--- src/rtl/tws_pkg.sv ---
// tws_pkg: constants shared by the three-wire serial port
package tws_pkg;
	// special function register addresses
	localparam logic [15:0] TWS_ADDR_MODE_CONTROL = 16'hffa8;
	localparam logic [15:0] TWS_ADDR_SHIFT_DATA = 16'hffa9;
	// mode/control field positions
	localparam int TWS_BIT_OP_ENABLE = 7;
	localparam int TWS_BIT_RX_ONLY = 2;
	localparam int TWS_BIT_CLK_SEL_HI = 1;
	localparam int TWS_BIT_CLK_SEL_LO = 0;
	localparam logic [7:0] TWS_MODE_WRITE_MASK = 8'h87;
	// reset values
	localparam logic [7:0] TWS_MODE_RESET = 8'h00;
	localparam logic [7:0] TWS_SHIFT_RESET = 8'h00;
	// clock select codes
	localparam logic [1:0] TWS_CLK_EXT = 2'h0;
	localparam logic [1:0] TWS_CLK_DIV4 = 2'h1;
	localparam logic [1:0] TWS_CLK_DIV8 = 2'h2;
	localparam logic [1:0] TWS_CLK_DIV16 = 2'h3;
	// half periods of the internal serial clock less one, in clk cycles
	localparam logic [2:0] TWS_HALF_DIV4 = 3'h1;
	localparam logic [2:0] TWS_HALF_DIV8 = 3'h3;
	localparam logic [2:0] TWS_HALF_DIV16 = 3'h7;
	// bits per transfer
	localparam logic [3:0] TWS_BITS_PER_XFER = 4'h8;
	// transfer states
	typedef enum logic [1:0] {
		TWS_IDLE = 2'b01,
		TWS_SHIFT = 2'b10
	} tws_state_type;
endpackage : tws_pkg

--- src/rtl/tws_serial_port.sv ---
// tws_serial_port: eight-bit three-wire serial port with its two registers
// What this block does
// - eight bits per transfer over three lines
// - most significant bit always first
// - send and receive in same transfer
// - eight-bit parallel/serial shift register
// - shift register only byte accessed
// - reset clears shift register
// - enable set: data access starts transfer
// - send written byte, collect input bits
// - enable clear: stop, clear counter, port pins
// - mode zero write starts, one read starts
// - receive-only leaves output pin undriven
// - clock select: external, div 4/8/16
// - control register bit and byte writable
// - reset clears control register
// - shift and present bit on falling edge
// - sample input on rising edge
// - stop after eighth bit, set done flag
// - internal clock stops high after transfer
`timescale 1ns/1ps
`default_nettype none
module tws_serial_port
	import tws_pkg::*;
(
	input wire logic clk,
	input wire logic srst,
	input wire logic [15:0] sfr_addr,
	input wire logic sfr_wr,
	input wire logic sfr_rd,
	input wire logic sfr_bit_op,
	input wire logic [2:0] sfr_bit_sel,
	input wire logic [7:0] sfr_wdata,
	output logic [7:0] sfr_rdata,
	output logic sfr_hit,
	input wire logic serial_clock_pin_in,
	output logic serial_clock_pin_out,
	output logic serial_clock_pin_oe,
	output logic serial_out_pin,
	output logic serial_out_pin_oe,
	input wire logic serial_in_pin,
	output logic serial_pins_port_mode,
	output logic serial_out_port_mode,
	output logic xfer_done_pulse,
	output logic xfer_busy
);
	logic [7:0] mode_q;
	logic [7:0] shift_q;
	logic [7:0] shift_d;
	logic [3:0] bit_cnt_q;
	logic out_q;
	logic in_q;
	logic done_q;
	tws_state_type state_q;
	logic serial_op_enable;
	logic receive_only_select;
	logic [1:0] clk_sel;
	logic mode_sel;
	logic shift_sel;
	logic start;
	logic run;
	logic sclk_level;
	logic fall_stb;
	logic rise_stb;
	logic [7:0] mode_wval;
	logic last_fall;
	logic shift_wr;

	////////////////////////////////////////////////////////////////////////
	// decode of the two registers
	assign serial_op_enable = mode_q[TWS_BIT_OP_ENABLE];
	assign receive_only_select = mode_q[TWS_BIT_RX_ONLY];
	assign clk_sel = {mode_q[TWS_BIT_CLK_SEL_HI], mode_q[TWS_BIT_CLK_SEL_LO]};
	assign mode_sel = (sfr_addr == TWS_ADDR_MODE_CONTROL);
	assign shift_sel = (sfr_addr == TWS_ADDR_SHIFT_DATA);
	assign sfr_hit = mode_sel || shift_sel;

	// start trigger depends on mode; bit operations never reach the shifter
	assign start = serial_op_enable && (state_q == TWS_IDLE) && shift_sel && !sfr_bit_op
		&& (receive_only_select ? sfr_rd : sfr_wr);
	assign run = (state_q == TWS_SHIFT);

	// idle byte writes always land, even when disabled; mid-transfer writes are dropped
	assign shift_wr = sfr_wr && shift_sel && !sfr_bit_op && !run;

	////////////////////////////////////////////////////////////////////////
	// control register: byte write or single-bit set/clear
	always_comb
	begin
		mode_wval = mode_q;
		if (sfr_bit_op)
			mode_wval[sfr_bit_sel] = sfr_wdata[0];
		else
			mode_wval = sfr_wdata;
	end

	always_ff @(posedge clk)
	begin
		if (srst)
			mode_q <= TWS_MODE_RESET;
		else if (sfr_wr && mode_sel)
			mode_q <= mode_wval & TWS_MODE_WRITE_MASK;
	end

	////////////////////////////////////////////////////////////////////////
	tws_clkgen u_clkgen (
		.clk(clk),
		.srst(srst),
		.run(run),
		.clk_sel(clk_sel),
		.ext_clk(serial_clock_pin_in),
		.sclk_level(sclk_level),
		.fall_stb(fall_stb),
		.rise_stb(rise_stb)
	);

	// eighth rising edge ends the transfer after its last sample
	assign last_fall = rise_stb && (bit_cnt_q == TWS_BITS_PER_XFER - 4'h1);

	// transfer state; clearing the enable aborts at once
	always_ff @(posedge clk)
	begin
		if (srst || !serial_op_enable)
			state_q <= TWS_IDLE;
		else
		begin
			unique case (state_q)
				TWS_IDLE:
				begin
					if (start)
						state_q <= TWS_SHIFT;
				end
				TWS_SHIFT:
				begin
					if (last_fall)
						state_q <= TWS_IDLE;
				end
			endcase
		end
	end

	// bit counter counts sampled bits, held clear when disabled
	always_ff @(posedge clk)
	begin
		if (srst || !serial_op_enable || start)
			bit_cnt_q <= 4'h0;
		else if (run && rise_stb)
			bit_cnt_q <= bit_cnt_q + 4'h1;
	end

	////////////////////////////////////////////////////////////////////////
	// shift register: msb out on falling edge, input sampled on rising edge
	always_comb
	begin
		shift_d = shift_q;
		if (shift_wr)
			shift_d = sfr_wdata;
		else if (run && fall_stb && bit_cnt_q != 4'h0)
			shift_d = {shift_q[6:0], in_q};
		else if (run && last_fall)
			shift_d = {shift_q[6:0], serial_in_pin};
	end

	always_ff @(posedge clk)
	begin
		if (srst)
			shift_q <= TWS_SHIFT_RESET;
		else
			shift_q <= shift_d;
	end

	// input bit latched on rising edge, merged into the register on the next fall; the eighth is merged at its own rise
	always_ff @(posedge clk)
	begin
		if (srst)
			in_q <= 1'b0;
		else if (run && rise_stb)
			in_q <= serial_in_pin;
	end

	// output latch takes the next msb on each falling edge after the first, and when loaded
	always_ff @(posedge clk)
	begin
		if (srst)
			out_q <= 1'b0;
		else if (shift_wr)
			out_q <= sfr_wdata[7];
		else if (run && fall_stb && bit_cnt_q != 4'h0)
			out_q <= shift_q[6];
	end

	always_ff @(posedge clk)
	begin
		if (srst)
			done_q <= 1'b0;
		else
			done_q <= run && last_fall;
	end

	////////////////////////////////////////////////////////////////////////
	// pins and read data; output pin left to the port in receive-only
	assign serial_out_pin = out_q;
	assign serial_out_pin_oe = serial_op_enable && !receive_only_select;
	assign serial_clock_pin_out = sclk_level;
	assign serial_clock_pin_oe = serial_op_enable && (clk_sel != TWS_CLK_EXT);
	assign serial_pins_port_mode = !serial_op_enable;
	assign serial_out_port_mode = !serial_op_enable || receive_only_select;
	assign xfer_done_pulse = done_q;
	assign xfer_busy = run;

	always_comb
	begin
		if (mode_sel)
			sfr_rdata = mode_q;
		else if (shift_sel)
			sfr_rdata = shift_q;
		else
			sfr_rdata = 8'h00;
	end

	////////////////////////////////////////////////////////////////////////
	AST_RESERVED_ZERO: assert property (@(posedge clk) disable iff (srst)
		mode_q[6:3] == 4'h0)
		else $error("reserved mode bits not zero");
	AST_DISABLED_IDLE: assert property (@(posedge clk) disable iff (srst)
		!serial_op_enable |=> (bit_cnt_q == 4'h0) || serial_op_enable)
		else $error("counter not cleared while disabled");
	AST_START_BUSY: assert property (@(posedge clk) disable iff (srst)
		start |=> xfer_busy)
		else $error("start did not begin a transfer");
	AST_DONE_AFTER_EIGHT: assert property (@(posedge clk) disable iff (srst)
		done_q |-> $past(bit_cnt_q) == 4'h7)
		else $error("done without eight bits");
	AST_NO_OUT_RX_ONLY: assert property (@(posedge clk) disable iff (srst)
		receive_only_select |-> !serial_out_pin_oe)
		else $error("output driven in receive-only mode");
	AST_LOAD_MSB: assert property (@(posedge clk) disable iff (srst)
		(start && !receive_only_select) |=> serial_out_pin == $past(sfr_wdata[7]))
		else $error("first bit is not msb");
	AST_IDLE_CLK_HIGH: assert property (@(posedge clk) disable iff (srst)
		(!xfer_busy && clk_sel != TWS_CLK_EXT) |=> !xfer_busy || serial_clock_pin_out)
		else $error("internal clock not high when idle");
	AST_RX_ONLY_READ_START: assert property (@(posedge clk) disable iff (srst)
		(receive_only_select && sfr_wr && shift_sel && !xfer_busy) |=> !xfer_busy)
		else $error("write started transfer in receive-only mode");
	AST_FALL_SHIFT: assert property (@(posedge clk) disable iff (srst)
		(run && fall_stb && bit_cnt_q != 4'h0 && !start) |=> shift_q == {$past(shift_q[6:0]), $past(in_q)})
		else $error("shift on falling edge wrong");
endmodule : tws_serial_port
`default_nettype wire

--- src/rtl/tws_clkgen.sv ---
// tws_clkgen: internal serial clock divider and edge strobes
`timescale 1ns/1ps
`default_nettype none
module tws_clkgen
	import tws_pkg::*;
(
	input wire logic clk,
	input wire logic srst,
	input wire logic run,
	input wire logic [1:0] clk_sel,
	input wire logic ext_clk,
	output logic sclk_level,
	output logic fall_stb,
	output logic rise_stb
);
	logic [2:0] cnt_q;
	logic int_clk_q;
	logic ext_prev_q;
	logic [2:0] half;
	logic tick;

	////////////////////////////////////////////////////////////////////////
	// half period from select; divide by 4, 8 or 16
	always_comb
	begin
		unique case (clk_sel)
			TWS_CLK_DIV4: half = TWS_HALF_DIV4;
			TWS_CLK_DIV8: half = TWS_HALF_DIV8;
			default: half = TWS_HALF_DIV16;
		endcase
	end
	assign tick = run && (clk_sel != TWS_CLK_EXT) && (cnt_q == half);

	// counter restarts when idle so the first edge comes a full half later
	always_ff @(posedge clk)
	begin
		if (srst || !run || tick)
			cnt_q <= 3'h0;
		else
			cnt_q <= cnt_q + 3'h1;
	end

	// internal clock idles high between transfers
	always_ff @(posedge clk)
	begin
		if (srst || !run)
			int_clk_q <= 1'b1;
		else if (tick)
			int_clk_q <= ~int_clk_q;
	end

	// external clock is already synchronous; remember last level for edges
	always_ff @(posedge clk)
	begin
		if (srst)
			ext_prev_q <= 1'b1;
		else
			ext_prev_q <= ext_clk;
	end

	////////////////////////////////////////////////////////////////////////
	always_comb
	begin
		if (clk_sel == TWS_CLK_EXT)
		begin
			sclk_level = ext_clk;
			fall_stb = run && ext_prev_q && !ext_clk;
			rise_stb = run && !ext_prev_q && ext_clk;
		end
		else
		begin
			sclk_level = int_clk_q;
			fall_stb = tick && int_clk_q;
			rise_stb = tick && !int_clk_q;
		end
	end
endmodule : tws_clkgen
`default_nettype wire

--- config.mk ---
export PLATFORM = sky130hd
export DESIGN_NAME = tws_serial_port
export DESIGN_NICKNAME = d
export VERILOG_FILES = /design/src/rtl/tws_pkg.sv /design/src/rtl/tws_serial_port.sv /design/src/rtl/tws_clkgen.sv
export SDC_FILE = /design/constraint.sdc
export NUM_CORES = 1
export LEC_CHECK = 0
export ABC_AREA = 1
export BUFFER_PORTS_ARGS = -buffer_cell sky130_fd_sc_hd__buf_2
export CELL_PAD_IN_SITES_DETAIL_PLACEMENT = 0
export CELL_PAD_IN_SITES_GLOBAL_PLACEMENT = 2
export CORE_ASPECT_RATIO = 1.75
export CORE_MARGIN = 2
export CORE_UTILIZATION = 28
export CTS_CLUSTER_DIAMETER = 200
export DETAILED_ROUTE_END_ITERATION = 12
export PLACE_DENSITY_LB_ADDON = 0.15
export SETUP_SLACK_MARGIN = 0.1
export SLEW_MARGIN = 20
export SYNTH_ARGS = -nofsm -noshare
export SYNTH_HDL_FRONTEND = slang
export SYNTH_SLANG_ARGS = --single-unit
--- constraint.sdc ---
create_clock -name clk -period 2.5 [get_ports clk]
set_input_delay 0.375 -clock clk [delete_from_list [all_inputs] [get_ports clk]]
set_output_delay 0.375 -clock clk [all_outputs]
set_load 0.05 [all_outputs]
# Yosys cells after proc, flatten, opt, wreduce, memory -nomap -nowiden
# Index checks and enable logic that the tools add are counted.
dict set report totals {
  out_inout_bits 17
  n_memories 0
  latchBits 0
  mem_bits_ro 0
  elab_cells 87
  ramBits 0
  ff_bits 26
}
dict set report op_classes {
  n_reduce_logical 43
  n_mul 0
  magnitude_cmp 2
  n_div 0
  shifts 0
  add_sub_neg 2
  n_eq_ne 10
  bitwise_logic 1
  n_mux 19
}
# op count
set ops {}
lappend ops {{$mux W8} 6}
lappend ops {{$eq A16 B16 Y1 const B} 2}
lappend ops {{$logic_and A1 B1 Y1} 24}
lappend ops {{$bwmux W8} 1}
lappend ops {{$logic_not A1 Y1} 7}
lappend ops {{$mux W1} 7}
lappend ops {{$logic_or A1 B1 Y1} 6}
lappend ops {{$pmux W3 S2} 1}
lappend ops {{$add A4 B1 Y4 const B} 1}
lappend ops {{$eq A2 B1 Y1 const B} 2}
lappend ops {{$eq A2 B2 Y1 const B} 2}
lappend ops {{$eq A4 B3 Y1 const B} 1}
lappend ops {{$lt A3 B4 Y1 const B} 1}
lappend ops {{$mux W2} 2}
lappend ops {{$pmux W2 S2} 1}
lappend ops {{$reduce_bool A2 Y1} 2}
lappend ops {{$reduce_bool A4 Y1} 1}
lappend ops {{$add A3 B1 Y3 const B} 1}
lappend ops {{$demux W1 S3} 1}
lappend ops {{$eq A3 B3 Y1} 1}
lappend ops {{$ge A3 B1 Y1 const B} 1}
lappend ops {{$reduce_bool A3 Y1} 1}
lappend ops {{$logic_not A2 Y1} 1}
lappend ops {{$ne A2 B1 Y1 const B} 1}
lappend ops {{other kinds (3)} 3}

# Logic depth before layout (Yosys ltp)
# Gate-level depths: netlist of run 1.
dict set report logic_depth {
  depth_word 11
  depth_mapped 15
  ltp_nobuf 14
}

# Cells and area by module
# From an unflattened synthesis of run 1, not the netlist that was laid out.
dict set report unflattened {
  hier_cells 278
  area_unflattened_um2 1716.6
}
# mod n_inst seq_area_each_um2 cells_each area_per_inst_um2
set modules_own_cells {}
lappend modules_own_cells {tws_serial_port 1 420.4 234 1411.4}
lappend modules_own_cells {tws_clkgen 1 100.1 44 305.3}

# Worst setup path before layout of run 1
# No wires, ideal clock.
dict set report synth_timing {
  path_type {input -> output}
  startpoint {input port sfr_addr[9]}
  endpoint {output port sfr_rdata[2]}
  t_arrival_ns 2.148
  setup_slack_ns -0.023
  path_stages 7
  n_path_buf 1
  path_cell_list {nand2_1 -> nor2_1 -> inv_2 -> nor2_4 -> nand2_2 -> buf_6 -> o32ai_1}
}
dict set report synth_between {
  elab_chain_len 3
}
# item line_no
set synth_rtl {}
lappend synth_rtl {{start: declaration} tws_serial_port.sv:28} ;# input wire logic [15:0] sfr_addr,
lappend synth_rtl {{$eq A16 B16 Y1} tws_serial_port.sv:75} ;# assign shift_sel = (sfr_addr == TWS_ADDR_SHIFT_DATA);
lappend synth_rtl {{$mux W8} tws_serial_port.sv:215} ;# else if (shift_sel)
lappend synth_rtl {{$mux W8 (*)} tws_serial_port.sv:213} ;# if (mode_sel)
lappend synth_rtl {{end: declaration} tws_serial_port.sv:34} ;# output logic [7:0] sfr_rdata,
# Mark *: on every way between the ends. The rest lies on a longest branch, timed or not.

# Worst setup path after layout of run 1
dict set report layout_timing {
  startpoint {input port sfr_addr[2]}
  endpoint {output port sfr_rdata[7]}
}
# The elaborated chain is that of the path after synthesis.

==> qor.txt, run 1 <==
Final Routed Wirelength -> 4500 µm
startpoint types -> input port
synth unique cells -> 33
worst slew pin tran -> 0.427 ns
FF/Latch Area -> 520 µm²
vias in the first global route -> 1685
Final Non-Filler Cells -> 385
Initial DRC Count -> 49
Post-CTS Resized -> 0
IO Pins -> 51
CTS Hold Buffers Added -> 0
Die Footprint -> 6640 µm²
P_leak -> 1.02 nW
Max-slew headroom -> 71.5%
Initial Util -> 28.7%
PD cells -> 374 nW/µm²
post-DP HPWL -> 3700 µm
postcts setup bufs -> 0
minimum clock period -> 2.05 ns
Final Hold Viols -> 0
Area Overhead vs Synth -> 21.3%
Mapped Area -> 1670 µm²
Clk pin slew, worst setup/hold paths -> 0.09 ns
multi-input combinational cell area -> 935 µm²
Critical Path Fanout Max -> 11
CTS Buffer Depth -> 2
CTS tree -> built
Async S/R FF share, synth -> 0%
max-cap violations -> 0
CTS root buf -> clkbuf_8
fin. max-slew vios -> 0
hold_sp -> serial_clock_pin_in
Die Height -> 106 µm
RSZ-0062 raised after global routing -> false
Critical Setup Path Class -> input port to output pin
largest net degree at the start of global routing -> 18
placed insts -> 381
Detailed Routing Iterations Pass 1 -> 4
Core ar. -> 5830 µm²
Fmax -> 487 MHz
status -> finished clean
Post-route DRC -> 0
Clock Latency Late Sink -> 0.27 ns
Mapped Avg Cell Area -> 6.51 µm²
initial antenna violation count -> 0
total global routing overflow -> 0
htree depth -> 1
number of buffers added on ports -> 50
clk sink count -> 26
first-pass GRT wire length -> 7710 µm
Layout Utilization -> 34.8%
chip width -> 62.5 µm
FF+latch count, synth -> 26
GRT Util Overall -> 14.6%
crit path DAT -> 1.68 ns
Num CTS Buffers -> 3
Setup crit start -> sfr_addr[2]
CP Capture Type -> output pin
clk_skew -> 0.00697 ns
GPL Wtd Cong -> 0.752
Design Power -> 0.760 mW
Hold Slack -> 0.330 ns
final worst path period share -> 82.1%
row cnt -> 37
Synth Warn # -> 0
Peak VDD IR -> 0.161 mV
Final #Nets -> 347
worst hold path class -> input port to flip-flop
CP required -> 2.12 ns
R2R Path Start -> mode_q[0]$_SDFFE_PP0P_
Antenna Nets Post-Route -> 0
final setup fails -> 0
DR WL/cell -> 11.7 µm
fillcell total -> 697
number of flops mapped to enable cells by yosys -> 0
DR vias/cell -> 4.26
DR vias -> 1641
fraction of layout cells with a size suffix above 1 -> 24.8%
Main synth FF type -> dfxtp_1
gate count of the mapped netlist -> 257
ant diodes -> 0
Synthesized Nets -> 296
sequential fraction of the synthesis area -> 31.1%
[where the power goes]
group | switching (mW) | internal (mW)
sequential | 0.000423 | 0.415
clock | 0.136 | 0.141
combinational | 0.0401 | 0.0280
[synth_stat cells (2+ instances only)]
| master | number | area [µm²] |
|---|---|---|
| nor2_4 | 4 | 45.0 |
| inv_2 | 4 | 15.0 |
| nand4_1 | 4 | 25.0 |
| nor3_1 | 4 | 20.0 |
| nand2_2 | 6 | 37.5 |
| o21ai_0 | 12 | 60.1 |
| o22ai_1 | 2 | 12.5 |
| a21oi_1 | 9 | 45.0 |
| a211oi_1 | 2 | 15.0 |
| nor2_1 | 43 | 161 |
| nand2_1 | 61 | 229 |
| nor3b_1 | 2 | 15.0 |
| dfxtp_1 | 26 | 521 |
| nand3_1 | 11 | 55.1 |
| o21ai_1 | 2 | 10.0 |
| buf_6 | 3 | 33.8 |
| ha_1 | 5 | 62.6 |
| o21ai_2 | 2 | 17.5 |
| inv_1 | 40 | 150 |
| o32ai_1 | 2 | 17.5 |
[kinds of logic (layout without fill, tap and decap cells)]
logic type / after synthesis / after routing / synth area share [%]
and+or+nand+nor: 141 / 141 / 39.1
AOI/OAI and AO/OA: 34 / 34 / 12.0
xor gates and xnor gates: 2 / 2 / 1.05
adders and majority gates: 5 / 5 / 3.74
DFF: 26 / 26 / 31.1
buffers and inverters: 49 / 99 / 13.1
[area by class of cell]
| type | instances | share of cell area [%] |
|---|---|---|
| clock buffers | 4 | 2.71 |
| inverters | 44 | 8.13 |
| multi-input cells | 182 | 46.0 |
| flip-flops and latches | 26 | 25.6 |
| well taps | 78 | 4.81 |
| repair buffers | 51 | 12.7 |
[final timing paths]
| kind | end | slack [ns] | cells after the start |
|---|---|---|---|
| hold / removal | u_clkgen.ext_prev_q$_SDFF_PP1_ | 0.33 | 3 |
| setup / recovery | sfr_rdata[7] | 0.45 | 7 |
| hold reg to reg | u_clkgen.cnt_q[0]$_SDFF_PP0_ | 0.46 | 1 |
| setup reg to reg | shift_q[0]$_SDFFE_PP0P_ | 0.54 | 14 |
[sequential cells by signal (all words and copies together), names as in the netlist]
register	count
bit_cnt_q	4
u_clkgen.ext_prev_q	1
in_q	1
mode_q	4
xfer_done_pulse	1
serial_out_pin	1
u_clkgen.cnt_q	3
shift_q	8
state_q	2
u_clkgen.int_clk_q	1
[layout by cell type (no fill, tap or decap), drive strengths merged]
master  Yosys  final
nand2      67     67
buf         5     51
nor2       49     49
inv        44     44
dfxtp      26     26
o21ai      16     16
nand3      12     12
a21oi       9      9
ha          5      5
nand4       5      5
nor3        5      5
clkbuf      0      4
o32ai       2      2
o22ai       2      2
a211oi      2      2
nor3b       2      2
xor2        1      1
xnor2       1      1
a31oi       1      1
o21a        1      1
nand3b      1      1
a211o       1      1
[routing by layer]
layer / share of wire (%) / up-vias / routed length, µm / GRT usage [%]
met5: 0 / - / 0 / 0
met4: 1.4 / 0 / 63 / 5.24
met3: 2.1 / 4 / 96 / 1.69
met2: 55 / 25 / 2480 / 29.2
met1: 41 / 711 / 1860 / 15.3
li1: - / 901 / - / -
[worst max-delay path, stage by stage]
cell and delay (ns):
buf_2 0.09, nor2_1 0.14, nand3_1 0.09, nor2_1 0.12, nand2_2 0.21, o32ai_1 0.33
buf_2 0.31
[metrics by stage]
step / setup TNS (ns) / worst slack [ns] / cell area [µm²]
floorplan: -0.0454 / -0.0227 / 1670
global placement: 0 / 0.434 / 1980
detailed placement: 0 / 0.399 / 1980
CTS: 0 / 0.397 / 2030
global route: 0 / 0.301 / 2030
finish: 0 / 0.447 / 2030
(Power assumes the default switching activity.)
==> inputs of run 2 (changes only) <==
Settings changed: CORE_UTILIZATION 28 to 26.
Clock period 2.5 ns to 2 ns, I/O delays scaled along.
==> run 2 against run 1 <==
- clock power increased by 66%
- count of clock-buffer cells in the layout decreased by 1
- global-route usage shrank 0.36 points
- setup slack worse by 0.21 ns
- register-to-register slack lost 0.26 ns
- routed wire length up 6.7%
==> qor.txt, run 2 (same netlist as run 1, synthesis figures left out) <==
Peak VDD IR -> 0.271 mV (was 0.161 mV)
clk sink count -> 26 (unchanged)
worst slew pin tran -> 0.440 ns (was 0.427 ns)
fin worst setup slack -> 0.234 ns (was 0.447 ns)
top flop regs -> shift_q (8), bit_cnt_q (4), mode_q (4) (unchanged)
DR WL/cell -> 12.2 µm (was 11.7 µm)
status -> finished clean (unchanged)
CTS root buf -> clkbuf_8 (unchanged)
Final Cell Area -> 2190 µm² (was 2030 µm²)
PD cells -> 486 nW/µm² (was 374 nW/µm²)
Max-slew headroom -> 70.6% (was 71.5%)
Hold Slack -> 0.233 ns (was 0.330 ns)
vias in the first global route -> 1631 (was 1685)
CTS Buffer Depth -> 2 (unchanged)
Area Overhead vs Synth -> 31.1% (was 21.3%)
Critical Setup Path Class -> input port to output pin (unchanged)
CTS tree -> built (unchanged)
Detailed Routing Iterations Pass 1 -> 4 (unchanged)
Final Routed Wirelength -> 4800 µm (was 4500 µm)
htree depth -> 1 (unchanged)
Clk pin slew, worst setup/hold paths -> 0.10 ns (was 0.09 ns)
Initial DRC Count -> 43 (was 49)
CTS Hold Buffers Added -> 0 (unchanged)
Final Non-Filler Cells -> 393 (was 385)
startpoint types -> input port (unchanged)
ant diodes -> 0 (unchanged)
cell area after placement -> 2020 µm² (was 1980 µm²)
worst hold path class -> input port to flip-flop (unchanged)
minimum clock period -> 1.77 ns
max-cap violations -> 0 (unchanged)
P_leak -> 1.08 nW (was 1.02 nW)
GRT Util Overall -> 14.3% (was 14.6%)
Clock Latency Late Sink -> 0.28 ns (was 0.27 ns)
R2R setup slack -> 0.28 ns (was 0.54 ns)
fraction of layout cells with a size suffix above 1 -> 31.6% (was 24.8%)
post-DP HPWL -> 3890 µm (was 3700 µm)
Core ar. -> 6230 µm² (was 5830 µm²)
row cnt -> 38 (was 37)
CP endpoint -> sfr_rdata[2] (was sfr_rdata[7])
GPL Wtd Cong -> 0.763 (was 0.752)
largest net degree at the start of global routing -> 18 (unchanged)
IO Pins -> 51 (unchanged)
RSZ-0062 raised after global routing -> false (unchanged)
final worst path period share -> 88.3%
Num CTS Buffers -> 3 (unchanged)
final setup fails -> 0 (unchanged)
fillcell total -> 725 (was 697)
Critical Path Fanout Max -> 3 (was 11)
clk_skew -> 0.00390 ns (was 0.00697 ns)
setup TNS -> 0 ns (unchanged)
placed insts -> 387 (was 381)
initial antenna violation count -> 0 (unchanged)
most frequent cells in the layout -> nand2_1 (54), buf_2 (47), nor2_1 (42), inv_1 (37), dfxtp_1 (24) (was nand2_1 (61), buf_2 (50), nor2_1 (43), inv_1 (40), dfxtp_1 (26))
Setup crit start -> sfr_addr[2] (unchanged)
multi-input combinational cell area -> 990 µm² (was 935 µm²)
fin. max-slew vios -> 0 (unchanged)
most common cell after layout, fill and taps aside -> nand2_1 (unchanged)
total global routing overflow -> 0 (unchanged)
R2R cell count -> 15 (was 14)
Antenna Nets Post-Route -> 0 (unchanged)
Post-route DRC -> 0 (unchanged)
Final Hold Viols -> 0 (unchanged)
Layout Utilization -> 35.2% (was 34.8%)
end of the worst register-to-register path -> shift_q[1]$_SDFFE_PP0P_ (was shift_q[0]$_SDFFE_PP0P_)
Design Power -> 1.07 mW (was 0.760 mW)
CP Capture Type -> output pin (unchanged)
DR vias -> 1709 (was 1641)
pre-CTS setup slack -> 0.184 ns (was 0.399 ns)
FF/Latch Area -> 523 µm² (was 520 µm²)
first-pass GRT wire length -> 7760 µm (was 7710 µm)
Die Footprint -> 7120 µm² (was 6640 µm²)
max reg flops -> 8 (unchanged)
crit path DAT -> 1.47 ns (was 1.68 ns)
Final #Nets -> 353 (was 347)
chip width -> 64.7 µm (was 62.5 µm)
DR vias/cell -> 4.35 (was 4.26)
Initial Util -> 26.9% (was 28.7%)
number of buffers added on ports -> 50 (unchanged)
largest reg by FF count -> shift_q (unchanged)
CP required -> 1.70 ns (was 2.12 ns)
Die Height -> 110 µm (was 106 µm)
Fmax -> 566 MHz
R2R Path Start -> mode_q[0]$_SDFFE_PP0P_ (unchanged)
-- run 2: where the power goes --
part | internal (mW) | switching (mW)
Sequential | 0.518 | 0.000524
Combinational | 0.0355 | 0.0518
Clock | 0.268 | 0.192
-- run 2: worst max-delay path: stages --
cell and delay, ns:
buf_2 0.09, nor2_1 0.15, nand2_1 0.10, nor3_2 0.21
nand2_1 0.15, o32ai_1 0.16, clkbuf_4 0.30
-- run 2: worst min-delay path by stage --
| stage | from | endpoint | slack, ns | cells past startpoint |
|---|---|---|---|---|
| after floorplan | srst | mode_q[1]$_SDFFE_PP0P_ | 0.37 | 1 |
| after global placement | u_clkgen.cnt_q[0]$_SDFF_PP0_ | u_clkgen.cnt_q[0]$_SDFF_PP0_ | 0.46 | 1 |
| after detailed placement | u_clkgen.cnt_q[0]$_SDFF_PP0_ | u_clkgen.cnt_q[0]$_SDFF_PP0_ | 0.46 | 1 |
| after CTS | serial_clock_pin_in | u_clkgen.ext_prev_q$_SDFF_PP1_ | 0.23 | 3 |
| after global routing | serial_clock_pin_in | u_clkgen.ext_prev_q$_SDFF_PP1_ | 0.25 | 3 |
| final | serial_clock_pin_in | u_clkgen.ext_prev_q$_SDFF_PP1_ | 0.23 | 3 |
-- run 2: layout make-up --
class                      instances  share of cell area, %
timing repair buffer              57                   15.5
sequential                        26                   23.8
multi-input combinational        182                   45.1
clock inverter                     1                   1.37
clock buffer                       3                   1.88
inverter                          44                   7.75
tap                               80                   4.56
-- run 2: per-layer routing --
| metal | GRT usage (%) | part of all wire [%] | vias up |
|---|---|---|---|
| li1 | - | - | 915 |
| met1 | 16.1 | 42 | 756 |
| met2 | 27.2 | 53 | 32 |
| met3 | 1.83 | 3.0 | 6 |
| met4 | 5.02 | 1.5 | 0 |
| met5 | 0 | 0 | - |
-- run 2: repair_timing --
item                       4_1_cts  5_1_grt
setup buffers                    0        1
gates resized for setup          0       25
setup endpoints to repair        0       17
